## src/rtl/ifp_pkg.sv

```systemverilog
package ifp_pkg;

    localparam int INSTR_W = 48;
    localparam int ADDR_W = 24;
    localparam int PSW_W = 64;
    localparam int NMASK = 13;

    // Instruction fields, bit 0 is the most significant bit of the instruction.
    localparam int OP_HI = 0;
    localparam int OP_LO = 7;
    localparam int R1_HI = 8;
    localparam int R1_LO = 11;
    localparam int R3_HI = 12;
    localparam int R3_LO = 15;
    localparam int B1_HI = 16;
    localparam int B1_LO = 19;
    localparam int D1_HI = 20;
    localparam int D1_LO = 31;
    localparam int B2_HI = 32;
    localparam int B2_LO = 35;
    localparam int D2_HI = 36;
    localparam int D2_LO = 47;

    // Relocation offset inside the relocation word.
    localparam int RELOC_HI = 8;
    localparam int RELOC_LO = 19;

    // Status word layout, bit 0 is the most significant bit.
    localparam int SM_HI = 0;
    localparam int SM_LO = 12;
    localparam int MODE_HI = 13;
    localparam int MODE_LO = 19;
    localparam int MSEL_HI = 13;
    localparam int MSEL_LO = 15;
    localparam int KEY_HI = 20;
    localparam int KEY_LO = 23;
    localparam int MEXT_HI = 24;
    localparam int MEXT_LO = 31;
    localparam int ILC_HI = 32;
    localparam int ILC_LO = 33;
    localparam int CC_HI = 34;
    localparam int CC_LO = 35;
    localparam int PM_HI = 36;
    localparam int PM_LO = 41;
    localparam int IA_HI = 42;
    localparam int IA_LO = 63;
    localparam int LOW_HI = 32;
    localparam int LOW_LO = 63;
    localparam logic [PSW_W-1:0] PSW_RST = 64'h0000_0000_0000_0000;

    // Mode select codes.
    localparam logic [2:0] MSEL_NATIVE = 3'h0;
    localparam logic [2:0] MSEL_COMPAT = 3'h1;
    localparam logic [2:0] MSEL_SPCOMPAT = 3'h2;
    localparam logic [2:0] MSEL_UNDEF_A = 3'h3;
    localparam logic [2:0] MSEL_EMUL1 = 3'h4;
    localparam logic [2:0] MSEL_UNDEF_B = 3'h6;
    localparam logic [2:0] MSEL_UNDEF_C = 3'h7;

    // Op code classes.
    localparam logic [3:0] NIB_RS = 4'h8;
    localparam logic [1:0] TOP_SS = 2'h3;
    localparam logic [1:0] TOP_RSSI = 2'h2;
    localparam logic [3:0] NIB_DEC = 4'hF;
    localparam logic [3:0] NIB_LOG = 4'hD;
    localparam logic [7:0] SHIFT_LO = 8'h88;
    localparam logic [7:0] SHIFT_HI = 8'h8F;
    localparam logic [7:0] IO_LO = 8'h9C;
    localparam logic [7:0] IO_HI = 8'h9F;
    localparam logic [7:0] OP_MASK_TEST = 8'h91;
    localparam logic [7:0] OP_IMM_NONE = 8'h90;
    localparam logic [7:0] OP_EMUL_AID = 8'hD0;
    localparam logic [7:0] OP_TRANSLATE = 8'hDC;
    localparam logic [7:0] OP_TRANS_TEST = 8'hDD;
    localparam logic [7:0] OP_EDIT = 8'hDE;
    localparam logic [7:0] OP_EDIT_MARK = 8'hDF;

    typedef enum logic [1:0] {FMT_NONE, FMT_RS, FMT_SI, FMT_SS} ifp_fmt_t;
    typedef enum logic [1:0] {IMM_IGNORED, IMM_OPERAND, IMM_MASK, IMM_SECOP} ifp_imm_use_t;

endpackage : ifp_pkg

```

## src/rtl/ifp_addr_gen.sv

```systemverilog
`timescale 1ns/1ns
module ifp_addr_gen
    import ifp_pkg::*;
(
    input wire logic [3:0] base_field_i,
    input wire logic [31:0] base_data_i,
    input wire logic [11:0] disp_i,
    input wire logic [11:0] offset_i,
    input wire logic offset_en_i,
    output logic [ADDR_W-1:0] addr_o
);

    logic [ADDR_W-1:0] base;
    logic [ADDR_W-1:0] ofs;

    // A zero field means no base, never the contents of register zero.
    assign base = (base_field_i == 4'h0) ? '0 : base_data_i[ADDR_W-1:0];
    assign ofs = offset_en_i ? {12'h000, offset_i} : '0;
    assign addr_o = ADDR_W'(base + {12'h000, disp_i} + ofs);

endmodule : ifp_addr_gen

```

## src/rtl/ifp_decode.sv

```systemverilog
`timescale 1ns/1ns
module ifp_decode
    import ifp_pkg::*;
(
    input wire logic clock_i,
    input wire logic arst_n_i,
    input wire logic instr_valid_i,
    input wire logic [0:INSTR_W-1] instr_i,
    input wire logic [31:0] gpr_data_a_i,
    input wire logic [31:0] gpr_data_b_i,
    input wire logic [0:31] reloc_word_i,
    input wire logic reloc_req_i,
    input wire logic psw_load_i,
    input wire logic [0:PSW_W-1] psw_new_i,
    input wire logic sys_mask_load_i,
    input wire logic [0:NMASK-1] sys_mask_i,
    input wire logic prog_mask_load_i,
    input wire logic [5:0] prog_mask_i,
    input wire logic exec_update_i,
    input wire logic [1:0] ilc_i,
    input wire logic [1:0] cc_i,
    input wire logic [21:0] next_ia_i,
    input wire logic branch_link_i,
    input wire logic [0:NMASK-1] irq_pending_i,
    output logic [3:0] gpr_addr_a_o,
    output logic [3:0] gpr_addr_b_o,
    output logic dec_valid_o,
    output logic [1:0] fmt_o,
    output logic [7:0] opcode_o,
    output logic [3:0] reg1_o,
    output logic [3:0] reg3_o,
    output logic reg3_valid_o,
    output logic [7:0] imm_byte_o,
    output logic [1:0] imm_use_o,
    output logic [ADDR_W-1:0] addr1_o,
    output logic [ADDR_W-1:0] addr2_o,
    output logic shift_o,
    output logic [5:0] shift_count_o,
    output logic io_o,
    output logic [3:0] io_chan_o,
    output logic [7:0] io_dev_o,
    output logic [7:0] len1_o,
    output logic [7:0] len2_o,
    output logic len2_valid_o,
    output logic secop_valid_o,
    output logic [0:PSW_W-1] psw_o,
    output logic [31:0] link_word_o,
    output logic link_valid_o,
    output logic [0:NMASK-1] irq_allowed_o,
    output logic [2:0] mode_sel_o,
    output logic mode_undef_o
);

    typedef struct packed {
        logic s1_vld;
        logic [0:INSTR_W-1] s1_ins;
        logic [3:0] rd_a;
        logic [3:0] rd_b;
        logic vld;
        logic [1:0] fmt;
        logic [7:0] op;
        logic [3:0] reg1;
        logic [3:0] reg3;
        logic reg3_vld;
        logic [7:0] imm;
        logic [1:0] imm_use;
        logic [ADDR_W-1:0] addr1;
        logic [ADDR_W-1:0] addr2;
        logic shift;
        logic [5:0] shcnt;
        logic io;
        logic [11:0] io_sel;
        logic [7:0] len1;
        logic [7:0] len2;
        logic len2_vld;
        logic secop_vld;
        logic [0:PSW_W-1] current_program_status;
        logic [31:0] link;
        logic link_vld;
        logic [0:NMASK-1] irq_ok;
        logic mode_undef;
    } ifp_state_t;

    ifp_state_t cur_ff;
    ifp_state_t nxt_cur;

    logic [0:INSTR_W-1] ins;
    logic [7:0] op;
    logic is_ss;
    logic is_rs;
    logic is_si;
    logic is_shift;
    logic is_io;
    logic [11:0] reloc_ofs;
    logic [ADDR_W-1:0] agen_a;
    logic [ADDR_W-1:0] agen_b;
    logic [3:0] base_b;
    logic [11:0] disp_b;
    logic [7:0] ld_len1;
    logic [7:0] ld_len2;
    logic ld_len2_vld;
    logic ld_secop;
    logic [0:NMASK-1] irq_gate;
    logic [2:0] msel_new;

    assign ins = cur_ff.s1_ins;
    assign op = ins[OP_HI:OP_LO];
    assign is_ss = (op[7:6] == TOP_SS);
    assign is_rs = (op[7:4] == NIB_RS);
    assign is_si = (op[7:6] == TOP_RSSI) && !is_rs;
    assign is_shift = is_rs && (op >= SHIFT_LO) && (op <= SHIFT_HI);
    assign is_io = is_si && (op >= IO_LO) && (op <= IO_HI);
    assign reloc_ofs = reloc_word_i[RELOC_HI:RELOC_LO];

    // Port A serves the first base of storage-immediate and storage-storage and the only base
    // of register-storage, so one adder covers all offsets that may need relocation.
    ifp_addr_gen u_agen_a (
        .base_field_i(ins[B1_HI:B1_LO]),
        .base_data_i(gpr_data_a_i),
        .disp_i(ins[D1_HI:D1_LO]),
        .offset_i(reloc_ofs),
        .offset_en_i(reloc_req_i && !is_rs),
        .addr_o(agen_a)
    );

    assign base_b = ins[B2_HI:B2_LO];
    assign disp_b = ins[D2_HI:D2_LO];

    ifp_addr_gen u_agen_b (
        .base_field_i(base_b),
        .base_data_i(gpr_data_b_i),
        .disp_i(disp_b),
        .offset_i(reloc_ofs),
        .offset_en_i(1'b0),
        .addr_o(agen_b)
    );

    ifp_len_decode u_len (
        .op_i(op),
        .len_byte_i(ins[R1_HI:R3_LO]),
        .len1_o(ld_len1),
        .len2_o(ld_len2),
        .len2_vld_o(ld_len2_vld),
        .secop_vld_o(ld_secop)
    );

    genvar g;
    generate
        for (g = 0; g < NMASK; g++)
        begin : gen_mask
            assign irq_gate[g] = irq_pending_i[g] & cur_ff.current_program_status[SM_HI + g];
        end
    endgenerate

    always_comb
    begin
        nxt_cur = cur_ff;
        msel_new = 3'h0;
        nxt_cur.s1_vld = instr_valid_i;
        if (instr_valid_i)
        begin
            nxt_cur.s1_ins = instr_i;
            nxt_cur.rd_a = instr_i[B1_HI:B1_LO];
            nxt_cur.rd_b = instr_i[B2_HI:B2_LO];
        end
        nxt_cur.vld = cur_ff.s1_vld;
        if (cur_ff.s1_vld)
        begin
            nxt_cur.op = op;
            nxt_cur.fmt = is_ss ? FMT_SS : (is_rs ? FMT_RS : (is_si ? FMT_SI : FMT_NONE));
            nxt_cur.reg1 = is_rs ? ins[R1_HI:R1_LO] : 4'h0;
            nxt_cur.reg3_vld = is_rs && !is_shift;
            nxt_cur.reg3 = (is_rs && !is_shift) ? ins[R3_HI:R3_LO] : 4'h0;
            nxt_cur.imm = is_si ? ins[R1_HI:R3_LO] : 8'h00;
            if (!is_si || op == OP_IMM_NONE)
                nxt_cur.imm_use = IMM_IGNORED;
            else if (is_io)
                nxt_cur.imm_use = IMM_SECOP;
            else if (op == OP_MASK_TEST)
                nxt_cur.imm_use = IMM_MASK;
            else
                nxt_cur.imm_use = IMM_OPERAND;
            // Register-storage keeps its one operand address on the second output.
            nxt_cur.addr1 = is_rs ? '0 : agen_a;
            nxt_cur.addr2 = is_rs ? agen_a : (is_ss ? agen_b : '0);
            nxt_cur.shift = is_shift;
            nxt_cur.shcnt = is_shift ? agen_a[5:0] : 6'h00;
            nxt_cur.io = is_io;
            nxt_cur.io_sel = is_io ? ins[D1_HI:D1_LO] : 12'h000;
            nxt_cur.len1 = is_ss ? ld_len1 : 8'h00;
            nxt_cur.len2 = is_ss ? ld_len2 : 8'h00;
            nxt_cur.len2_vld = is_ss && ld_len2_vld;
            nxt_cur.secop_vld = is_ss && ld_secop;
        end
        // A full replacement outranks every partial update in the same cycle.
        if (psw_load_i)
        begin
            nxt_cur.current_program_status = psw_new_i;
        end
        else
        begin
            if (sys_mask_load_i)
                nxt_cur.current_program_status[SM_HI:SM_LO] = sys_mask_i;
            if (prog_mask_load_i)
                nxt_cur.current_program_status[PM_HI:PM_LO] = prog_mask_i;
            if (exec_update_i)
            begin
                nxt_cur.current_program_status[ILC_HI:ILC_LO] = ilc_i;
                nxt_cur.current_program_status[CC_HI:CC_LO] = cc_i;
                nxt_cur.current_program_status[IA_HI:IA_LO] = next_ia_i;
            end
        end
        nxt_cur.link_vld = branch_link_i;
        if (branch_link_i)
            nxt_cur.link = cur_ff.current_program_status[LOW_HI:LOW_LO];
        nxt_cur.irq_ok = irq_gate;
        msel_new = nxt_cur.current_program_status[MSEL_HI:MSEL_LO];
        // Undefined codes are flagged only; behaviour under them is left to software.
        nxt_cur.mode_undef = (msel_new == MSEL_UNDEF_A) || (msel_new == MSEL_UNDEF_B) ||
                             (msel_new == MSEL_UNDEF_C);
    end

    always_ff @(posedge clock_i or negedge arst_n_i)
    begin
        if (!arst_n_i)
        begin
            cur_ff <= '0;
            cur_ff.current_program_status <= PSW_RST;
        end
        else
        begin
            cur_ff <= nxt_cur;
        end
    end

    assign gpr_addr_a_o = cur_ff.rd_a;
    assign gpr_addr_b_o = cur_ff.rd_b;
    assign dec_valid_o = cur_ff.vld;
    assign fmt_o = cur_ff.fmt;
    assign opcode_o = cur_ff.op;
    assign reg1_o = cur_ff.reg1;
    assign reg3_o = cur_ff.reg3;
    assign reg3_valid_o = cur_ff.reg3_vld;
    assign imm_byte_o = cur_ff.imm;
    assign imm_use_o = cur_ff.imm_use;
    assign addr1_o = cur_ff.addr1;
    assign addr2_o = cur_ff.addr2;
    assign shift_o = cur_ff.shift;
    assign shift_count_o = cur_ff.shcnt;
    assign io_o = cur_ff.io;
    assign io_chan_o = cur_ff.io_sel[11:8];
    assign io_dev_o = cur_ff.io_sel[7:0];
    assign len1_o = cur_ff.len1;
    assign len2_o = cur_ff.len2;
    assign len2_valid_o = cur_ff.len2_vld;
    assign secop_valid_o = cur_ff.secop_vld;
    assign psw_o = cur_ff.current_program_status;
    assign link_word_o = cur_ff.link;
    assign link_valid_o = cur_ff.link_vld;
    assign irq_allowed_o = cur_ff.irq_ok;
    assign mode_sel_o = cur_ff.current_program_status[MSEL_HI:MSEL_LO];
    assign mode_undef_o = cur_ff.mode_undef;
endmodule : ifp_decode

```

## src/rtl/ifp_len_decode.sv

```systemverilog
`timescale 1ns/1ns
module ifp_len_decode
    import ifp_pkg::*;
(
    input wire logic [7:0] op_i,
    input wire logic [7:0] len_byte_i,
    output logic [7:0] len1_o,
    output logic [7:0] len2_o,
    output logic len2_vld_o,
    output logic secop_vld_o
);

    logic first_only;

    assign first_only = (op_i == OP_TRANSLATE) || (op_i == OP_TRANS_TEST) ||
                        (op_i == OP_EDIT) || (op_i == OP_EDIT_MARK);

    always_comb
    begin
        len1_o = 8'h00;
        len2_o = 8'h00;
        len2_vld_o = 1'b0;
        secop_vld_o = 1'b0;
        if (op_i == OP_EMUL_AID)
        begin
            secop_vld_o = 1'b1;
        end
        else if (op_i[7:4] == NIB_DEC)
        begin
            len1_o = {4'h0, len_byte_i[7:4]};
            len2_o = {4'h0, len_byte_i[3:0]};
            len2_vld_o = 1'b1;
        end
        else if (op_i[7:4] == NIB_LOG)
        begin
            len1_o = len_byte_i;
            len2_o = first_only ? 8'h00 : len_byte_i;
            len2_vld_o = !first_only;
        end
    end

endmodule : ifp_len_decode

```

## config.mk

```make
export PLATFORM = sky130hd
export DESIGN_NAME = ifp_decode
export DESIGN_NICKNAME = d
export VERILOG_FILES = /design/src/rtl/ifp_pkg.sv /design/src/rtl/ifp_addr_gen.sv /design/src/rtl/ifp_decode.sv /design/src/rtl/ifp_len_decode.sv
export SDC_FILE = /design/constraint.sdc
export NUM_CORES = 1
export LEC_CHECK = 0
export BUFFER_PORTS_ARGS = -buffer_cell sky130_fd_sc_hd__clkbuf_2
export CORE_AREA = 2 2 199 201
export CTS_CLUSTER_SIZE = 28
export DETAILED_ROUTE_END_ITERATION = 8
export DIE_AREA = 0 0 201 203
export PLACE_DENSITY = 0.68
export SETUP_SLACK_MARGIN = 0.3
export SLEW_MARGIN = 5
export SYNTH_ARGS = -nofsm -noshare
export SYNTH_HDL_FRONTEND = slang
export SYNTH_HIERARCHICAL = 1
export SYNTH_SLANG_ARGS = --single-unit
```

## constraint.sdc

```tcl
create_clock -name clock_i -period 11.1 [get_ports clock_i]
set_input_delay 0.555 -clock clock_i [delete_from_list [all_inputs] [get_ports clock_i]]
set_output_delay 0.555 -clock clock_i [all_outputs]
set_load 0.02 [all_outputs]
```

### After elaboration in Yosys (flattened, before gate mapping)

Index checks and enable logic that the tools add are counted.

* register bits: 284
* logic and storage cells: 127
* output and inout bits: 238
* input bits: 275

* reductions and logical operators: 24
* eq/ne operators: 15
* mux-type cells: 37
* $add $sub $neg: 3
* $lt $le $gt $ge: 4
* bitwise gates (word level): 13

Operators by type and width (number)
* $mux W24: 5
* $mux W8: 10
* $eq A8 B8 Y1 const B: 7
* $add A24 B12 Y24: 2
* $mux W32: 1
* $mux W13: 2
* $add A24 B24 Y24: 1
* $mux W12: 2
* $mux W22: 1
* $mux W19: 1
* $ge A8 B8 Y1 const B: 2
* $le A8 B8 Y1 const B: 2
* $and A1 B1 Y1: 13
* $eq A4 B4 Y1 const B: 3
* $mux W2: 6
* $mux W4: 3
* $mux W6: 2
* $logic_and A1 B1 Y1: 9
* $logic_not A4 Y1: 2
* $eq A3 B3 Y1 const B: 2
* $logic_or A1 B1 Y1: 6
* $reduce_bool A2 Y1: 3
* $eq A2 B2 Y1 const B: 2
* $logic_not A1 Y1: 4
* 2 further kinds: 5

### Logic depth before layout (Yosys ltp)

Gate-level depths: netlist of run 1.

* word-level depth: 9
* depth in mapped cells: 21
* mapped depth without buffers: 16

### Hierarchy

The synthesis of run 1 kept the hierarchy.

By module, submodules not included
* ifp_decode: cells an instance 1027, times used 1, seq. area each 6906.6 um2, area an instance 12468.2 um2
* ifp_addr_gen (u_agen_a): cells an instance 175, times used 1, seq. area each 0.0 um2, area an instance 1306.3 um2
* ifp_addr_gen (u_agen_b): cells an instance 169, times used 1, seq. area each 0.0 um2, area an instance 1291.2 um2
* ifp_len_decode: cells an instance 34, times used 1, seq. area each 0.0 um2, area an instance 224.0 um2

### Worst setup path before layout of run 1

No wires, ideal clock.

* path kind: register to register
* from: register cur_ff (netlist bit ins[1])
* to: register cur_ff (netlist bit addr2_o[23])
* arrival time: 4.108 ns
* stages on the path, launching flop included: 21
* library setup time: 0.066 ns
* period minus slack after synthesis: 4.175 ns
* buffers on the path: 5
* setup slack: 6.925 ns
* data required time: 11.034 ns
* cells stage by stage: dfrtp_1 -> nor4b_2 -> buf_4 -> buf_6 -> buf_6 -> nor2b_1 -> clkbuf_1 -> and2_1 -> fa_1 -> ha_1 -> inv_1 -> fa_1 -> and2b_1 -> o211ai_1 -> a21o_1 -> o21a_1 -> buf_6 -> or3_1 -> a21oi_1 -> and3_1 -> a221o_1

* cells in the longest elaborated chain, start to end: 6
* elaborated cells on any way between the ends: 8
* classes of those cells: add/sub (1); eq/ne (2); mux (3); reduce/logical (2)

Ends and longest elaborated chain
* from (decl): RTL line ifp_decode.sv:84 `ifp_state_t cur_ff;`
* from (signal assigned): RTL line ifp_decode.sv:232 `cur_ff <= nxt_cur;`
* $eq A4 B4 Y1: RTL line ifp_decode.sv:109 `assign is_rs = (op[7:4] == NIB_RS);`
* $logic_not A1 Y1: RTL line ifp_decode.sv:122 `.offset_en_i(reloc_req_i && !is_rs),`
* $logic_and A1 B1 Y1: RTL line ifp_decode.sv:122
* $mux W12: RTL line ifp_addr_gen.sv:18 `assign ofs = offset_en_i ? {12'h000, offset_i} : '0;`
* $add A24 B24 Y24: RTL line ifp_addr_gen.sv:19 `assign addr_o = ADDR_W'(base + {12'h000, disp_i} + ofs);`
* net agen_a[23]: RTL line ifp_decode.sv:95 `logic [ADDR_W-1:0] agen_a;`
* $mux W24: RTL line ifp_decode.sv:185 `nxt_cur.addr2 = is_rs ? agen_a : (is_ss ? agen_b : '0);`

The timed path passes the listed nets, and every way through them passes these cells.
A chain may end at the register's enable or synchronous reset.

### Worst setup path after layout of run 1

* from: register cur_ff (netlist bit ins[2])
* to: register cur_ff (netlist bit addr2_o[21])

Same word-level chain as after synthesis.

==> summary.md, run 1 <==
| Metric | Value |
|---|---|
| Pint | 2.07 mW |
| Status | finished clean |
| Pleak | 8.66 nW |
| Synth top area cells | dfrtp_1, buf_4, mux2_2, fa_1, nand2_1 |
| Vias in the first global route | 11,320 |
| Post-Syn Area | 0.0153 sq mm |
| Total GRT Usage | 0.215 |
| FFs w/ async S/R, synth | 1.00 |
| Warnings, synthesis | 6 |
| Area leader, netlist | dfrtp_1 |
| Synth cell count leaders | dfrtp_1, buf_4, nand2_1 |
| Layout cells sized above 1 | 0.399 |
| Clock Power Share | 0.346 |
| Initial antenna violation count | 5 |
| Worst vdd ir | around 0.15 mV |
| Number of flops mapped to enable cells by yosys | 0 |
| Worst path buffer plus inverter count | 2 |
| CTS sink count | 276 |
| Pwr Density | 177 mW/mm^2 |
| Die Span X | 201 um |
| Total power | 3.08 mW |
| Final nets | 1,949 |
| Least-Margin Pin Slew | 1.04 ns |
| Most common cell in the netlist | dfrtp_1 |
| First-pass GRT wire length | 67,500 um |
| Final setup fails | 0 |
| Worst path arrival time | 5.42 ns |
| Worst path slowest cell | dfrtp_1 |
| Initial Util | 0.397 |
| Hold crit path type | in2async |
| Num CTS Buffers | 34 |
| Drt first pass iters | 8 |
| Total Wirelength | approximately 44,000 um |
| Maxcap violations | 0 |
| Synth top area share | 0.452 |
| Post_cts resized | 0 |
| Ys flop type | dfrtp_1 |
| Crit-path leading delay family | simple AND/OR/NAND/NOR gates |
| Unrepaired setup endpoints after global routing | no |
| Startpoint types | flip-flop |
| Die height | about 200 um |
| Worst setup path category | reg2reg |
| Final worst slack | 6.14 ns |
| I/O Buffers | about 480 |
| Routability Congestion | roughly 0.94 |
| Layout Utilization | 0.453 |
| Rel. slew slack | 0.306 |
| Post-CTS Setup Bufs | 0 |
| Setup TNS | 0 ns |
| Seq pwr share | 0.394 |
| Largest net degree at the start of global routing | 115 |
| Fmax | 202 MHz |
| Wire per inst | 20.5 um |
| Root Driver | clkbuf_16 |
| DR iter-0 viols | approximately 500 |
| Tcrit/Tclk final | 0.447 |
| Worst-path clk slew | 0.06 ns |
| CP Max Fanout | 56 |
| Worst-case clock skew | 0.0111 ns |
| DRC viols | 0 |
| Via count | 11,042 |
| Total gr overflow | 0 |
| Dpl hpwl | 34,000 um |
| Avg Cell Area, Syn | 10.9 sq um |
| Skew-Pair Late Insertion Delay | 0.53 ns |
| Logic gate share of total power | 0.259 |
| Crit. End Element | flip-flop |
| Via density | 5.09 |
| DP Worst Slack | ~6.2 ns |
| CP peak stage delay | around 0.59 ns |
| Placeable Area | 0.0385 sq mm |
| Flops & latches, synth | ~280 |
| Hold-fix buffers, CTS | 0 |
| Sw frac | 0.329 |
| Die area | a little over 0.04 sq mm |
| Sequential share of the synthesized area | 0.452 |
| Worst endpoint required time | between 10 and 15 ns |
| Distinct cells, synth | 68 |
| NetSw | 1.01 mW |
| Post-layout min period | 4.96 ns |
| Crit path top cell by count | fa_1 |
| Rows | 72 |
| H-tree Lvls | 2 |
| Area growth, synth to finish | 14.0% |
| CP Cell Sequence | nor4b_4, buf_4, nor2b_1, and2_1, fa_1, ha_1, inv_1, fa_1, and2b_1, o211ai_1, a21o_1, o21a_1, or4_1, a21oi_1, and3_1, a221o_1 |
| Io pins | 513 |
| Final Hold Vio Count | 0 |
| Max Root-Sink Buffers | 3 |
| CTS tree | done |
| Antenna Nets Post-Route | 0 |
| Mapped Cells | 1,405 |
| Slew Limit Fails | 0 |
cell usage in the layout (no fill, tap or decap), types with 17 or more instances in the layout:
| cell | Yosys | routed |
|---|---|---|
| a221o_1 | 21 | 21 |
| mux2_2 | 104 | 104 |
| and2_1 | 68 | 68 |
| mux2i_1 | 45 | 45 |
| ha_1 | 24 | 24 |
| clkbuf_2 | 0 | 474 |
| nor2_1 | 17 | 17 |
| inv_1 | 27 | 26 |
| o21ai_0 | 68 | 68 |
| nand2_1 | 130 | 130 |
| clkbuf_16 | 0 | 35 |
| a21oi_1 | 33 | 33 |
| dfrtp_1 | 276 | 275 |
| o2bb2ai_1 | 46 | 46 |
| a22o_1 | 29 | 29 |
| and3_1 | 32 | 31 |
| fa_1 | 26 | 26 |
per-stage QoR:
| step | cells | instance area, sq um | hold slack, ns |
|---|---|---|---|
| after floorplan | 1407 | 15300 | 0.259 |
| after global placement | 2106 | 16300 | 0.469 |
| after detailed placement | 2106 | 16300 | 0.473 |
| after CTS | 2164 | 17400 | 0.114 |
| after global routing | 2167 | 17400 | 0.160 |
| final | 2168 | 17400 | 0.0613 |
registers in the layout, indices dropped and copies added, names as in the netlist, 2 cells and up:
signal / flops
imm_byte_o: 8
reg1_o: 4
imm_use_o: 2
fmt_o: 2
shift_count_o: 6
reg3_o: 4
len1_o: 8
len2_o: 8
link_word_o: 32
addr1_o: 24
io_chan_o: 4
psw_o: 64
ins: 48
io_dev_o: 8
addr2_o: 24
irq_allowed_o: 13
opcode_o: 8
power by group through the flow:
stage               Combinational, mW  Sequential [mW]  Clock [mW]
floorplan                       0.655             1.19           0
CTS                             0.804             1.21        1.10
global route                    0.873             1.23        1.14
global placement                0.789             1.23           0
finish                          0.798             1.21        1.07
detailed placement              0.800             1.23           0
cell type report:
type / count / area [sq um]
Clock inverter: 11 / 88.8
Clock buffer: 47 / 981
Inverter: 27 / 103
Timing Repair Buffer: 484 / 2450
Multi-Input combinational cell: 801 / 6230
Sequential cell: 276 / 6910
Antenna cell: 4 / 10.0
Tap cell: 518 / 648
Fill cell: 3649 / 21000
cell families after synthesis:
group                      count (synthesis)  share of synthesized area
adders and majority gates                 50                     0.0537
muxes                                    152                      0.108
xor gates and xnor gates                  27                     0.0155
other                                      1                   0.000245
DFF                                      276                      0.452
buffers and inverters                    330                      0.142
and+or+nand+nor                          317                      0.110
AOI/OAI and AO/OA                        252                      0.118
path summary, 6_finish.rpt:
kind | startpoint | endpoint | slack (ns) | cells after the start
worst min-delay path | arst_n_i | psw_o[9] | 0.06 | 1
max in group asynchronous | arst_n_i | link_word_o[2] | 8.97 | 3
worst min register to register | addr1_o[0] | addr1_o[0] | 0.48 | 1
min in group clock_i | psw_new_i[48] | psw_o[48] | 0.24 | 3
worst max-delay path | ins[2] | addr2_o[21] | 6.14 | 16
worst max register to register | ins[2] | addr2_o[21] | 6.14 | 16
routing by layer:
metal,up-vias,part of all wire,track usage
met1,5418,0.39,0.256
met4,4,0.034,0.0799
met5,-,0.00047,0
met2,409,0.49,0.362
met3,84,0.085,0.0722
li1,5127,-,-
Power figures use the tool's default switching activity.
==> run 2, diff against run 1 <==
- ABC_AREA: not set -> 1
- CORE_AREA: 2 2 199 201 -> 2 2 200 202
- DIE_AREA: 0 0 201 203 -> 0 0 202 204
- PLACE_DENSITY: 0.68 -> 0.73
- clock period: 11.1 -> 4.4 ns (I/O delays scaled with it)
==> run 2 against run 1 <==
Compared with the run above:
- combinational power grew to 2.8 times the previous value
- register-to-register slack lost 5.5 ns
- clock skew grew 0.00071 ns
- via count grew 29%
- setup slack worse by 5.5 ns
- final cell count rose by 34%
- hold slack better by 0.046 ns
- non-clock buffer count increased by 178
- critical endpoint is now addr2_o[19]
==> summary.md, run 2 <==
| Metric | Value |
|---|---|
| # fillers | 3,573 (-2.1%) |
| Initial Util | 0.417 (+0.0200) |
| CTS sink count | 276 (unchanged) |
| Worst path arrival time | 4.23 ns (-1.19 ns) |
| Rel. slew slack | 0.357 (+0.0503) |
| Least-Margin Pin Slew | 0.965 ns (-0.0755 ns) |
| Die Span X | 202 um (+0.50%) |
| Commonest non-fill, non-tap cells in the layout | nand2_1, clkbuf_2, dfrtp_1, inv_1, dlygate4sd3_1 |
| Wire per inst | 17.7 um (-14%) |
| Sequential share of the synthesized area | 0.422 (-0.0295) |
| Routability Congestion | 0.933 (-0.76%) |
| Antenna Nets Post-Route | 0 (unchanged) |
| Area leader, netlist | dfrtp_1 |
| Post_cts resized | 0 (unchanged) |
| Flops & latches, synth | 276 (unchanged) |
| R2r startpoint | ins[1] |
| Finished Layout Cells | 2,899 (+34%) |
| Initial antenna violation count | 6 (+1) |
| Distinct cells, synth | 44 (-35%) |
| Post-Syn Area | 0.0164 sq mm (+7.0%) |
| Total GRT Usage | 0.245 (+0.0295) |
| Largest net degree at the start of global routing | 110 (-4.3%) |
| Post-CTS Setup Bufs | 0 (unchanged) |
| Max Root-Sink Buffers | 3 (unchanged) |
| Placeable Area | 0.0392 sq mm (+1.9%) |
| Synth cell count leaders | nand2_1, dfrtp_1, buf_4 |
| Io pins | 513 (unchanged) |
| Most common cell in the netlist | nand2_1 |
| Num CTS Buffers | 30 (-12%) |
| DP Cell Count | 2,667 (+27%) |
| Via density | 4.92 (-3.4%) |
| Most common cell after layout, fill and taps aside | nand2_1 |
| Startpoint types | flip-flop |
| Slew Limit Fails | 0 (unchanged) |
| CTS tree | done |
| Pwr Density | 390 mW/mm^2 (+120%) |
| Dpl hpwl | 36,600 um (+7.6%) |
| Worst endpoint required time | 4.89 ns (-6.67 ns) |
| Status | finished clean |
| Worst reg-to-reg path cell count | 23 (+7) |
| Maxcap violations | 0 (unchanged) |
| DR iter-0 viols | 997 (+99%) |
| Post-layout min period | 3.74 ns (-1.22 ns) |
| Fmax | 268 MHz (+33%) |
| Final Hold Vio Count | 0 (unchanged) |
| Hold crit path type | in2reg |
| Pleak | 11.1 nW (+28%) |
| Rows | 73 (+1.4%) |
| Worst-case clock skew | 0.0118 ns (+0.000709 ns) |
| Synth top area share | 0.422 (-0.0295) |
| Warnings, synthesis | 6 (unchanged) |
| Via count | 14,256 (+29%) |
| Hold Crit Depth | 6 |
| Number of flops mapped to enable cells by yosys | 0 (unchanged) |
| Skew-Pair Late Insertion Delay | 0.58 ns (+0.05 ns) |
| Die height | 204 um (+0.49%) |
| FFs w/ async S/R, synth | 1.00 (unchanged) |
| Vias in the first global route | 14,643 (+29%) |
| Layout cells sized above 1 | 0.288 (-0.110) |
| Hold-fix buffers, CTS | 171 (+171) |
| Mapped Cells | 1,949 (+39%) |
| Layout Utilization | 0.515 (+0.0616) |
| Die area | 0.0412 sq mm (+0.99%) |
| Root Driver | clkbuf_16 |
| Crit. End Element | flip-flop |
| Max FFs per register | 64 (unchanged) |
| Total Wirelength | 51,200 um (+15%) |
| Worst-path clk slew | 0.06 ns (about the same) |
| Worst hold slack | 0.108 ns (+0.0463 ns) |
| Unrepaired setup endpoints after global routing | no |
| Ys flop type | dfrtp_1 |
| Hold endpoint | addr2_o[20] |
| Total gr overflow | 0 (unchanged) |
| Min-Delay Startpoint | gpr_data_b_i[20] |
| DRC viols | 0 (unchanged) |
| Setup TNS | 0 ns (unchanged) |
| Synth top area cells | dfrtp_1, nand2_1, buf_4, nand3_1, inv_1 |
| Worst vdd ir | 0.330 mV (+120%) |
| FF-to-FF End | addr2_o[19] |
| First-pass GRT wire length | 79,700 um (+18%) |
| Final nets | 2,670 (+37%) |
| Avg Cell Area, Syn | 8.39 sq um (-23%) |
| Drt first pass iters | 7 (-1) |
| CP Max Fanout | 10 (-82%) |
| I/O Buffers | 476 (unchanged) |
| Worst setup path category | reg2reg |
| Tcrit/Tclk final | 0.849 (+0.402) |
| Reg2reg setup slack | 0.66 ns (-5.48 ns) |
| Final setup fails | 0 (unchanged) |
| H-tree Lvls | 1 (-1) |
| Area growth, synth to finish | 23.3% |
==> run 2: worst max path at each step <==
stage,startpoint,to,slack [ns],cells after the start
finish,ins[1],addr2_o[19],0.66,23
global route,ins[1],addr1_o[19],0.35,23
CTS,ins[1],addr2_o[19],0.67,23
detailed placement,ins[1],addr2_o[19],0.67,23
global placement,ins[1],addr2_o[19],0.72,23
floorplan,ins[1],addr2_o[19],0.95,24
==> run 2: metrics by stage <==
stage          total power [mW]  worst slack (ns)  instance area [sq um]
2_1_floorplan              4.63             0.951                  16400
4_1_cts                    7.90             0.668                  20200
6_report                   7.86             0.663                  20200
5_1_grt                    8.26             0.351                  20200
3_3_place_gp               5.07             0.724                  17400
3_5_place_dp               5.11             0.675                  17400
==> run 2: layer usage <==
layer / track usage / share of wire
met5: 0 / 0.00021
met4: 0.106 / 0.047
met3: 0.0504 / 0.069
met2: 0.425 / 0.49
met1: 0.294 / 0.40
==> run 2: cells by family after synthesis <==
| logic type | count (synthesis) | synth area share |
|---|---|---|
| AO/OA/AOI/OAI | 152 | 0.0631 |
| buffers and inverters | 507 | 0.179 |
| XOR/XNOR | 24 | 0.0128 |
| adder cells (fa/ha/maj) | 50 | 0.0502 |
| flip-flops | 276 | 0.422 |
| multiplexers | 56 | 0.0385 |
| AND/OR/NAND/NOR | 883 | 0.234 |
| other | 1 | 0.000229 |
==> run 2: report_power, final <==
| part | total, mW | switching (mW) | internal [mW] |
|---|---|---|---|
| combinational | 2.22 | 1.40 | 0.822 |
| sequential | 3.02 | 0.213 | 2.81 |
| clock | 2.61 | 1.08 | 1.54 |
| total | 7.86 | 2.69 | 5.17 |
==> run 2: area by class of cell <==
type,count,area (sq um),share of cell area
Inverter,207,790,0.0392
Multi-Input combinational cell,1168,6540,0.324
Antenna cell,5,12.5,0.000621
Timing Repair Buffer,662,4230,0.210
Clock buffer,44,903,0.0448
Tap cell,525,657,0.0326
Sequential cell,276,6910,0.343
Clock inverter,12,126,0.00627
==> run 2: worst max-delay path: stages (launching register included) <==
cell and delay, ns:
dfrtp_1 0.61, inv_2 0.14, nand2_1 0.10, nor2_2 0.07, nor2_1 0.19, buf_4 0.22, nand2_1 0.08, fa_1 0.39
inv_1 0.07, ha_1 0.15, inv_1 0.05, fa_1 0.39, nand3b_1 0.19, nand2_2 0.13, nand2_1 0.06, nand2_1 0.16
nand2_1 0.07, nand2_1 0.09, nand2_1 0.08, nand2_1 0.07, nand2_1 0.05, nand2_1 0.06, nand2_1 0.07, o211ai_2 0.17
==> run 3, diff against run 2 <==
- clock period: 4.4 -> 3.09 ns (I/O delays scaled with it)
==> run 3 against run 2 <==
Compared with the run above:
- combinational power grew 64%
- design area grew 4.9%
- setup slack lost 0.60 ns
- highest routed layer is now met4
- sequential cell count is the same
- register-to-register slack lost 0.60 ns
- core utilization grew 2.5 points
- maximum frequency grew 23%
- clock skew grew 0.013 ns
==> summary.md, run 3 (synthesis results as in run 2) <==
| Metric | Value |
|---|---|
| Initial antenna violation count | 1 (-5) |
| Tcrit/Tclk final | 0.980 (+0.131) |
| Worst path slowest cell | fa_1 |
| Most common cell after layout, fill and taps aside | nand2_1 |
| Min-Delay Startpoint | gpr_data_a_i[17] |
| Area growth, synth to finish | 29.3% |
| Die height | 204 um (unchanged) |
| Final Hold Vio Count | 0 (unchanged) |
| Die Span X | 202 um (unchanged) |
| Final nets | 2,723 (+2.0%) |
| Total GRT Usage | 0.251 (+0.00656) |
| Final Cell Area | 0.0212 sq mm (+4.9%) |
| Finished Layout Cells | 2,949 (+1.7%) |
| CTS sink count | 276 (unchanged) |
| First-pass GRT wire length | 81,400 um (+2.1%) |
| DR iter-0 viols | 910 (-8.7%) |
| Worst vdd ir | 0.442 mV (+34%) |
| Maxcap violations | 0 (unchanged) |
| Pwr Density | 553 mW/mm^2 (+42%) |
| CP peak stage delay | 0.48 ns (-0.13 ns) |
| Routability Congestion | 0.945 (+1.3%) |
| Dpl hpwl | 38,600 um (+5.5%) |
| Startpoint types | flip-flop |
| Worst path arrival time | 3.46 ns (-0.77 ns) |
| Max Root-Sink Buffers | 3 (unchanged) |
| Worst-path clk slew | 0.06 ns (about the same) |
| Antenna Nets Post-Route | 0 (unchanged) |
| Die area | 0.0412 sq mm (unchanged) |
| Total Wirelength | 52,500 um (+2.4%) |
| Num CTS Buffers | 31 (+3.3%) |
| Worst reg-to-reg path cell count | 17 (-26%) |
| Max FFs per register | 64 (unchanged) |
| Vias in the first global route | 14,842 (+1.4%) |
| Worst setup path category | reg2reg |
| Unrepaired setup endpoints after global routing | yes |
| Hold crit path type | in2reg |
| Fmax | 330 MHz (+23%) |
| CP Cell Sequence | nor2_2, nand2_2, inv_2, nor2_1, fa_1, ha_2, inv_1, fa_2, nand3b_1, nand2_2, nand3_1, nand3_2, nand2_2, o21bai_1, nand2_1, nand2_2, o211ai_2 |
| Rows | 73 (unchanged) |
| Hold Crit Depth | 5 (-1) |
| DP Cell Count | 2,696 (+1.1%) |
| CP Max Fanout | 4 (-6) |
| CTS tree | done |
| FF-to-FF End | addr2_o[21] |
| Root Driver | clkbuf_16 |
| Worst path buffer plus inverter count | 2 (-2) |
| Status | finished clean |
| Worst hold slack | 0.0450 ns (-0.0626 ns) |
| Largest net degree at the start of global routing | 82 (-25%) |
| Pleak | 11.4 nW (+2.7%) |
| Total power | 11.7 mW (+49%) |
| Slew Limit Fails | 0 (unchanged) |
| DRC viols | 0 (unchanged) |
| Dpl cell area | 0.0178 sq mm (+2.1%) |
| Skew-Pair Late Insertion Delay | 0.59 ns (about the same) |
| I/O Buffers | 476 (unchanged) |
| Hold endpoint | addr1_o[17] |
| R2r startpoint | ins[34] |
| Post-layout min period | 3.03 ns (-0.708 ns) |
| Worst endpoint required time | 3.53 ns (-1.36 ns) |
| Commonest non-fill, non-tap cells in the layout | nand2_1, clkbuf_2, dfrtp_1, inv_1, dlygate4sd3_1 |
| Io pins | 513 (unchanged) |
| Crit path top cell by count | nand2_2 |
| Wire per inst | 17.8 um (+0.64%) |
| Drt first pass iters | 5 (-2) |
| Initial Util | 0.417 (unchanged) |
| Least-Margin Pin Slew | 1.16 ns (+0.197 ns) |
| Final setup fails | 0 (unchanged) |
| Reg2reg setup slack | 0.06 ns (-0.60 ns) |
| Layout cells sized above 1 | 0.349 (+0.0604) |
| Placeable Area | 0.0392 sq mm (unchanged) |
| H-tree Lvls | 1 (unchanged) |
| Via count | 14,414 (+1.1%) |
| Total gr overflow | 0 (unchanged) |
| Crit-path leading delay family | simple AND/OR/NAND/NOR gates |
| Worst-case clock skew | 0.0245 ns (+0.0127 ns) |
| Rel. slew slack | 0.225 (-0.132) |
| Via density | 4.89 (-0.61%) |
| Crit. End Element | flip-flop |
[run 3: cell type report]
cell class / instances / area [sq um]
sequential: 276 / 6910
antenna: 1 / 2.50
multi-input combinational: 1168 / 7060
tap: 525 / 657
clock inverter: 19 / 178
timing repair buffer: 714 / 4680
fill: 3521 / 18000
clock buffer: 39 / 876
inverter: 207 / 792
[run 3: worst register-to-register path, delay by kind of cell, from the launching register on]
family	cells	cell delay [ns]
DFF	1	0.41
AOI/OAI and AO/OA	2	0.23
adders and majority gates	3	1.01
and+or+nand+nor	10	1.10
buffers and inverters	2	0.15
[run 3: how the worst max path moves through the flow]
stage | cells past startpoint | end | start
6_report | 17 | addr2_o[21] | ins[34]
5_1_grt | 17 | addr2_o[19] | ins[32]
4_1_cts | 22 | addr2_o[19] | ins[1]
3_5_place_dp | 22 | addr2_o[19] | ins[2]
3_3_place_gp | 22 | addr2_o[19] | ins[2]
2_1_floorplan | 24 | addr2_o[19] | ins[1]
[run 3: power by group]
group | switching, mW | internal, mW
Combinational | 2.19 | 1.46
Sequential | 0.295 | 4.00
Clock | 1.58 | 2.19
Total | 4.06 | 7.64
[run 3: stage by stage]
| step | setup TNS (ns) | worst slack [ns] | util |
|---|---|---|---|
| 6_report | 0 | 0.0612 | 0.540 |
| 5_1_grt | -1.98 | -0.131 | 0.540 |
| 4_1_cts | -0.00389 | -0.00389 | 0.532 |
| 3_5_place_dp | -0.0520 | -0.0263 | 0.454 |
| 3_3_place_gp | 0 | 0.0178 | 0.454 |
| 2_1_floorplan | -0.296 | -0.0906 | - |
[run 3: routing by layer]
layer	global-route usage	vias up	share of wire
li1	-	6817	-
met1	0.313	6903	0.40
met2	0.438	569	0.49
met3	0.0405	125	0.066
met4	0.0959	0	0.038
met5	0	-	0
[run 3: repair_timing]
item | 4_1_cts | 5_1_grt
hold buffers | 179 | 0
buffers inserted | 8 | 7
resized for setup | 40 | 75
pin swaps | 34 | 49
hold endpoints to repair | 204 | 0
cloned | 0 | 0
setup endpoints to repair | 40 | 45
